[config.mk]
export PLATFORM = sky130hd
export DESIGN_NAME = frg_gate
export DESIGN_NICKNAME = d
export VERILOG_FILES = /design/src/rtl/frg_pkg.sv /design/src/rtl/frg_gate.sv
export SDC_FILE = /design/constraint.sdc
export NUM_CORES = 1
export LEC_CHECK = 0
export BUFFER_PORTS_ARGS = -buffer_cell sky130_fd_sc_hd__buf_2
export CAP_MARGIN = 25
export CELL_PAD_IN_SITES_DETAIL_PLACEMENT = 0
export CELL_PAD_IN_SITES_GLOBAL_PLACEMENT = 1
export CORE_ASPECT_RATIO = 0.9
export CORE_MARGIN = 2
export CORE_UTILIZATION = 38
export DETAILED_ROUTE_END_ITERATION = 10
export GPL_ROUTABILITY_DRIVEN = 0
export PLACE_DENSITY = 0.92
export SYNTH_ARGS = -nofsm -noshare
export SYNTH_HDL_FRONTEND = slang
export SYNTH_SLANG_ARGS = --single-unit
[constraint.sdc]
create_clock -name sys_clk -period 4.05 [get_ports sys_clk]
set_input_delay 0.2025 -clock sys_clk [delete_from_list [all_inputs] [get_ports sys_clk]]
set_output_delay 0.2025 -clock sys_clk [all_outputs]
set_load 0.02 [all_outputs]
[src/rtl/frg_pkg.sv]
package frg_pkg;
   // ----------------------------------------
   // register addresses
   // ----------------------------------------
   localparam logic [15:0] FRG_ADDR_MODE_CTRL = 16'hff80;
   localparam logic [15:0] FRG_ADDR_ERASE_SEL1 = 16'hff82;
   localparam logic [15:0] FRG_ADDR_ERASE_SEL2 = 16'hff83;
   // ----------------------------------------
   // reset and read values
   // ----------------------------------------
   localparam logic [7:0] FRG_MODE_CTRL_RST = 8'h80;
   localparam logic [7:0] FRG_ERASE_SEL_RST = 8'h00;
   localparam logic [7:0] FRG_RESERVED_READ = 8'hff;
   // ----------------------------------------
   // field positions
   // ----------------------------------------
   localparam int FRG_HV_FLAG_BIT = 7;
   // ----------------------------------------
   // writer mode blank area
   // ----------------------------------------
   localparam logic [16:0] FRG_WR_BLANK_LO = 17'h08000;
   localparam logic [16:0] FRG_WR_BLANK_HI = 17'h1ffff;
   // ----------------------------------------
   // operating modes
   // ----------------------------------------
   typedef enum logic [1:0] {
      FRG_MODE_ILLEGAL = 2'h0,
      FRG_MODE_EXPANDED = 2'h1,
      FRG_MODE_EXP_ROM = 2'h2,
      FRG_MODE_SINGLE = 2'h3
   } frg_mode_t;
endpackage

[src/rtl/frg_gate.sv]
`timescale 1ns/100ps
module frg_gate (
   // clock and reset
   input wire logic sys_clk,
   input wire logic rst,
   // pins
   input wire logic hv_compare_in,
   input wire logic hardware_standby_pin_n,
   input wire logic [1:0] mode_pins,
   input wire logic writer_mode,
   // cpu bus
   input wire logic [15:0] cpu_addr,
   input wire logic cpu_rd,
   input wire logic cpu_wr,
   input wire logic [7:0] cpu_wdata,
   // writer port
   input wire logic [16:0] writer_addr,
   input wire logic [7:0] writer_array_data,
   // results
   output logic [7:0] cpu_rdata,
   output logic cpu_hit,
   output logic cpu_ext_access,
   output logic [7:0] writer_rdata,
   output logic hw_standby,
   output logic high_voltage_detect_flag,
   output logic [7:0] flash_mode_control,
   output logic [7:0] erase_block_select_1,
   output logic [7:0] erase_block_select_2
);
   // ----------------------------------------
   // synchronisers
   // ----------------------------------------
   logic [1:0] hv_sync_r, hv_sync_nxt;
   logic [1:0] hardware_standby_pin_sync_r, hardware_standby_pin_sync_nxt;
   logic [1:0] md_s1_r, md_s1_nxt, md_s2_r, md_s2_nxt;
   logic [1:0] wm_sync_r, wm_sync_nxt;
   // ----------------------------------------
   // registers
   // ----------------------------------------
   logic [7:0] ctrl_r, ctrl_nxt, esel1_r, esel1_nxt, esel2_r, esel2_nxt;
   logic [7:0] rdata_r, rdata_nxt, wrdata_r, wrdata_nxt;
   logic hit_r, hit_nxt, ext_r, ext_nxt, hardware_standby_pin_r, hardware_standby_pin_nxt;
   logic hv;
   logic is_reg;
   logic reg_space;
   logic reserved;
   frg_pkg::frg_mode_t mode;

   always_comb begin
      hv_sync_nxt = {hv_sync_r[0], hv_compare_in};
      hardware_standby_pin_sync_nxt = {hardware_standby_pin_sync_r[0], hardware_standby_pin_n};
      md_s1_nxt = mode_pins;
      md_s2_nxt = md_s1_r;
      wm_sync_nxt = {wm_sync_r[0], writer_mode};
   end

   // ----------------------------------------
   // input decode
   // ----------------------------------------
   // flag from comparator
   assign hv = hv_sync_r[1];
   assign mode = frg_pkg::frg_mode_t'(md_s2_r);
   assign is_reg = (cpu_addr == frg_pkg::FRG_ADDR_MODE_CTRL) ||
      (cpu_addr == frg_pkg::FRG_ADDR_ERASE_SEL1) ||
      (cpu_addr == frg_pkg::FRG_ADDR_ERASE_SEL2);

   // ----------------------------------------
   // mode and voltage decode
   // ----------------------------------------
   always_comb begin
      reg_space = 1'b0;
      reserved = 1'b0;
      ext_nxt = 1'b0;
      unique case (mode)
         frg_pkg::FRG_MODE_EXPANDED: begin
            reserved = is_reg && hv;
            ext_nxt = is_reg && !hv && (cpu_rd || cpu_wr);
         end
         frg_pkg::FRG_MODE_EXP_ROM: begin
            reg_space = is_reg && hv;
            ext_nxt = is_reg && !hv && (cpu_rd || cpu_wr);
         end
         frg_pkg::FRG_MODE_SINGLE: begin
            reg_space = is_reg && hv;
            reserved = is_reg && !hv;
         end
         frg_pkg::FRG_MODE_ILLEGAL: begin
            reg_space = 1'b0;
         end
      endcase
      hardware_standby_pin_nxt = !hardware_standby_pin_sync_r[1];
      hit_nxt = (reg_space || reserved) && cpu_rd && !hardware_standby_pin_nxt;
      if (hardware_standby_pin_nxt) begin
         ext_nxt = 1'b0;
      end
   end

   // ----------------------------------------
   // control register next values
   // ----------------------------------------
   always_comb begin
      ctrl_nxt = ctrl_r;
      esel1_nxt = esel1_r;
      esel2_nxt = esel2_r;
      rdata_nxt = frg_pkg::FRG_RESERVED_READ;
      if (reg_space && cpu_wr && !hardware_standby_pin_nxt) begin
         if (cpu_addr == frg_pkg::FRG_ADDR_MODE_CTRL) begin
            ctrl_nxt = cpu_wdata;
         end
         if (cpu_addr == frg_pkg::FRG_ADDR_ERASE_SEL1) begin
            esel1_nxt = cpu_wdata;
         end
         if (cpu_addr == frg_pkg::FRG_ADDR_ERASE_SEL2) begin
            esel2_nxt = cpu_wdata;
         end
      end
      if (hardware_standby_pin_nxt) begin
         ctrl_nxt = frg_pkg::FRG_MODE_CTRL_RST;
         esel1_nxt = frg_pkg::FRG_ERASE_SEL_RST;
         esel2_nxt = frg_pkg::FRG_ERASE_SEL_RST;
      end
      ctrl_nxt[frg_pkg::FRG_HV_FLAG_BIT] = hv;
      if (reg_space) begin
         if (cpu_addr == frg_pkg::FRG_ADDR_MODE_CTRL) begin
            rdata_nxt = ctrl_r;
         end else if (cpu_addr == frg_pkg::FRG_ADDR_ERASE_SEL1) begin
            rdata_nxt = esel1_r;
         end else begin
            rdata_nxt = esel2_r;
         end
      end
   end

   // ----------------------------------------
   // writer read path
   // ----------------------------------------
   always_comb begin
      if (wm_sync_r[1] && writer_addr >= frg_pkg::FRG_WR_BLANK_LO &&
         writer_addr <= frg_pkg::FRG_WR_BLANK_HI) begin
         wrdata_nxt = frg_pkg::FRG_RESERVED_READ;
      end else begin
         wrdata_nxt = writer_array_data;
      end
   end

   // ----------------------------------------
   // state registers
   // ----------------------------------------
   always_ff @(posedge sys_clk or posedge rst) begin
      if (rst) begin
         hv_sync_r <= 2'h0;
         hardware_standby_pin_sync_r <= 2'h3;
         md_s1_r <= 2'h0;
         md_s2_r <= 2'h0;
         wm_sync_r <= 2'h0;
         ctrl_r <= frg_pkg::FRG_MODE_CTRL_RST;
         esel1_r <= frg_pkg::FRG_ERASE_SEL_RST;
         esel2_r <= frg_pkg::FRG_ERASE_SEL_RST;
         rdata_r <= frg_pkg::FRG_RESERVED_READ;
         wrdata_r <= frg_pkg::FRG_RESERVED_READ;
         hit_r <= 1'b0;
         ext_r <= 1'b0;
         hardware_standby_pin_r <= 1'b0;
      end else begin
         hv_sync_r <= hv_sync_nxt;
         hardware_standby_pin_sync_r <= hardware_standby_pin_sync_nxt;
         md_s1_r <= md_s1_nxt;
         md_s2_r <= md_s2_nxt;
         wm_sync_r <= wm_sync_nxt;
         ctrl_r <= ctrl_nxt;
         esel1_r <= esel1_nxt;
         esel2_r <= esel2_nxt;
         rdata_r <= rdata_nxt;
         wrdata_r <= wrdata_nxt;
         hit_r <= hit_nxt;
         ext_r <= ext_nxt;
         hardware_standby_pin_r <= hardware_standby_pin_nxt;
      end
   end

   // ----------------------------------------
   // outputs
   // ----------------------------------------
   assign cpu_rdata = rdata_r;
   assign cpu_hit = hit_r;
   assign cpu_ext_access = ext_r;
   assign writer_rdata = wrdata_r;
   assign hw_standby = hardware_standby_pin_r;
   assign high_voltage_detect_flag = ctrl_r[frg_pkg::FRG_HV_FLAG_BIT];
   assign flash_mode_control = ctrl_r;
   assign erase_block_select_1 = esel1_r;
   assign erase_block_select_2 = esel2_r;
endmodule // frg_gate

After elaboration in Yosys (flattened, before gate mapping)
Cells that the tools add are included.
Widths: inputs -> output; s select.
{"block": "word_totals", "reg_bits": 53, "mem_bits_ro": 0, "ram_bits": 0, "latchBits": 0, "n_memories": 0}
{"block": "op_classes", "mul": 0, "addsub": 0, "div": 0, "n_mux": 17, "eq_ne": 10, "magnitude_cmp": 2, "n_reduce_logical": 20, "bitwise_logic": 0, "shift": 0}
{"operator": "$mux 8", "n": 10}
{"operator": "$eq 16x16->1 const B", "n": 3}
{"operator": "$mux 7", "n": 3}
{"operator": "$ge 17x16->1 const B", "n": 1}
{"operator": "$le 17x17->1 const B", "n": 1}
{"operator": "$logic_and 1x1->1", "n": 9}
{"operator": "$ne 2x1->1 const B", "n": 4}
{"operator": "$reduce_and 2->1", "n": 3}
{"operator": "$eq 2x2->1 const B", "n": 2}
{"operator": "$logic_or 1x1->1", "n": 4}
{"operator": "$reduce_or 2->1", "n": 2}
{"operator": "$mux 1", "n": 3}
{"operator": "$eq 2x1->1 const B", "n": 1}
{"operator": "$logic_not 1->1", "n": 2}
{"operator": "$pmux 1 s2", "n": 1}

Logic depth before layout (Yosys ltp)
{"block": "depth", "word_depth": 9, "mapped_depth": 7, "mapped_depth_nobuf": 6}

Worst setup path after synthesis
Ideal clock, no wire load.
{"block": "synth_path", "kind": "in2reg", "startpoint": "input port cpu_addr[3]", "endpoint": "register rdata_r[0] (netlist: cpu_rdata[0])", "stages": 5, "required_ns": 3.966, "arrival_ns": 1.755, "setup_ns": 0.084, "path_buffers": 1, "slack_ns": 2.211, "cell_sequence": "or4_1 buf_2 nor4_4 mux2i_1 a2bb2oi_2"}
{"block": "synth_between", "elab_chain_cells": 6}
{"item": "from (decl)", "line_no": "frg_gate.sv:12", "text": "input wire logic [15:0] cpu_addr,"}
{"item": "$eq 16x16->1, on equally long branches"}
{"item": "$logic_or 1x1->1", "line_no": "frg_gate.sv:63", "text": "assign is_reg = (cpu_addr == frg_pkg::FRG_ADDR_MODE_CTRL) ||"}
{"item": "$logic_or 1x1->1", "line_no": "frg_gate.sv:64", "text": "(cpu_addr == frg_pkg::FRG_ADDR_ERASE_SEL1) ||"}
{"item": "$logic_and 1x1->1", "line_no": "frg_gate.sv:80, frg_gate.sv:84"}
{"item": "$mux 1"}
{"item": "$mux 8 *", "line_no": "frg_gate.sv:123", "text": "if (reg_space) begin"}
{"item": "via rdata_nxt[0]", "line_no": "frg_gate.sv:41", "text": "logic [7:0] rdata_r, rdata_nxt, wrdata_r, wrdata_nxt;"}
{"item": "to (signal assigned)", "line_no": "frg_gate.sv:159", "text": "rdata_r <= frg_pkg::FRG_RESERVED_READ;"}
{"item": "to (signal assigned)", "line_no": "frg_gate.sv:173", "text": "rdata_r <= rdata_nxt;"}
{"item": "to (decl)", "line_no": "frg_gate.sv:41"}
The timed path passes the listed nets; every way through them passes the cells marked *.
A chain may end at the register's enable or synchronous reset.

Worst setup path in the final report
Ends and elaborated chain as after synthesis.

==> flow_summary.json <==
{
  "r2r_start": "md_s2_r[0]",
  "max_slew_margin": 0.3985,
  "most-common-layout-cells": "buf_2, nand2_1, dfrtp_1",
  "period_needed_ps": 1996,
  "core_area_mm2": 0.005628,
  "crit_chain": "buf_2, or4_1, nor4_4, mux2i_1, a2bb2oi_2",
  "yosysWarningCount": 0,
  "fin_crit_sh": 0.4928,
  "htreeDepth": 2,
  "wl_per_cell_um": 14.32,
  "core.rowCount": 26,
  "crit_cells": 5,
  "drive_above_1_share": 0.4515,
  "seqCellArea_mm2": 0.001350,
  "skew_ps": 4.671,
  "worst_slack_ps": 2054,
  "cp_max_fo": 8,
  "power_leakage_uw": 0.001497,
  "slowest_stage": "nor4_4",
  "cts_sinks": 53,
  "start_kind": "input port",
  "syn_avg_cell_area_um2": 12.68,
  "numCtsBuffers": 5,
  "crit_path_end_kind": "register",
  "power_per_cell_area_mw_per_mm2": 319.3,
  "ys_types": 25,
  "arrival_ps": 2210,
  "drc": 0,
  "clock.fmax_ghz": 0.5010,
  "hpwl_mm": 3.380,
  "clock_latency_ps": 290,
  "multi_input_area_um2": 808.3,
  "die-area_mm2": 0.006431,
  "async_flop_share": 1.000,
  "worstSetupPathType": "input port to register",
  "avgViaCountPerCell": 4.805,
  "syn_to_final_growth_pct": 28.42,
  "clk_path_buf_depth": 2,
  "start_util": 0.3920,
  "grt_max_degree": 54,
  "grt_pass1_vias": 1557,
  "detail-route-antenna-nets": 0,
  "path_delay_family": "simple AND/OR/NAND/NOR gates",
  "cts_root_buf": "clkbuf_8",
  "fin_hold_ws_ps": 80.35,
  "post_cts_buffers": 0,
  "finalPower_uw": 904.4,
  "final_util": 0.5033,
  "cp_slowest_stage_delay_ps": 830,
  "synth_nets": 235,
  "slew_viol_final": 0,
  "synth_edf_count": 0,
  "r2r_cells": 6,
  "grt_overflow": 0,
  "yosysSeqAreaShare": 0.6120,
  "rsz0062_at_grt": "false",
  "firstDrtPassIters": 4,
  "clk_pin_slew_ps": 90,
  "pre_cts_ws_ps": 1700,
  "antenna_cells": 0,
  "drtIter0Drc": 66,
  "mostFrequentLayoutCell": "buf_2",
  "routed_wl_mm": 4.839,
  "r2r_slack_ps": 2170,
  "cap_violations": 0,
  "die_h_um": 76.28,
  "synth-main-ff-cell": "dfrtp_1",
  "report.final.setup_viol": 0,
  "n_fill_cell": 519,
  "min_path_type": "input port to async pin",
  "gr-usage-all-layers": 0.1572,
  "crit_required_ps": 4260,
  "io_buffers": 86,
  "num_vias": 1624,
  "ios": 102,
  "nNetsFinal": 328,
  "ir_drop_v": 0.0001694,
  "fp.dieW_um": 84.31,
  "hold_violations": 0,
  "status": "finished, final reports clean",
  "tightest_slew_ps": 895.6,
  "grt_pass1_wl_mm": 7.921,
  "timing.setup.tns_ps": 0,
  "reg2reg_to": "erase_block_select_1[1]",
  "ys_ff_latch": 53,
  "path_buf_inv": 1,
  "syn_inst": 174,
  "antenna_found_initial": 0,
  "syn_area_mm2": 0.002206,
  "tritoncts": "done"
}
[logic make-up (layout without fill, tap and decap cells)]
| group | after synthesis | count (layout) | synth area share |
|---|---|---|---|
| compound gates | 14 | 14 | 0.07034 |
| fa+ha+maj | 3 | 3 | 0.01702 |
| buf+inv | 11 | 105 | 0.02155 |
| flops | 53 | 53 | 0.6120 |
| mux | 31 | 31 | 0.1407 |
| simple gates | 62 | 62 | 0.1384 |
[area by class of cell]
cell class                      instances  share of cell area
Timing Repair Buffer                   92              0.1723
Tap cell                               70             0.03092
Sequential cell                        53              0.4766
Clock buffer                            8             0.02827
Inverter                                5            0.006625
Multi-Input combinational cell        110              0.2853
[tightest hold or removal path: cells and delay by family]
family                 cells  cell delay [ps]
buffers and inverters      3              660
[worst max path at each step]
stage / start / endpoint / slack [ps]
floorplan: cpu_addr[3] / cpu_rdata[0] / 2210
global placement: cpu_addr[3] / cpu_rdata[4] / 1770
detailed placement: cpu_addr[3] / cpu_rdata[0] / 1700
CTS: cpu_addr[3] / cpu_rdata[0] / 2030
global route: md_s2_r[0] / erase_block_select_1[5] / 1980
finish: cpu_addr[3] / cpu_rdata[0] / 2050
[registers in the layout (all words and copies together), names as in the netlist]
register and flops:
cpu_rdata 8, erase_block_select_1 8, erase_block_select_2 8, flash_mode_control 8, writer_rdata 8, hardware_standby_pin_sync_r 2
hv_sync_r 2, md_s1_r 2, md_s2_r 2, wm_sync_r 2, cpu_ext_access 1, cpu_hit 1
hw_standby 1
[synth_stat cells (2+ instances only)]
library cell  instances  area share
nor2_1                3      0.0051
clkbuf_1              3      0.0051
nand2b_1              8       0.023
nor3_1                4      0.0091
ha_1                  3       0.017
o21ai_0               3      0.0068
inv_1                 5      0.0085
mux2i_1              31        0.14
a2bb2oi_2             8       0.054
nand2_1              36       0.061
nand4b_1              2      0.0079
nor4_1                4       0.011
dfstp_2              19        0.23
dfrtp_1              34        0.39
[power by group]
group          internal, µW  switching, µW
sequential              545           8.87
combinational          30.1           38.6
clock                   123            158
total                   699            205
[timing repair]
item | CTS | global route
hold endpoints to repair | 4 | 1
gates resized for setup | 0 | 0
setup endpoints to repair | 0 | 0
hold buffers | 4 | 1
[layer usage]
metal / GRT usage / part of all wire
met5: 0 / 0
met4: 0.02903 / 0.0058
met3: 0.05417 / 0.075
met2: 0.2452 / 0.49
met1: 0.2155 / 0.43
[metrics by stage]
step | cells | instance area (µm²)
after global routing | 338 | 2833
after CTS | 337 | 2823
after detailed placement | 325 | 2703
after floorplan | 174 | 2206
final | 338 | 2833
after global placement | 325 | 2703
Note: power is estimated with default switching activity, not from simulation.
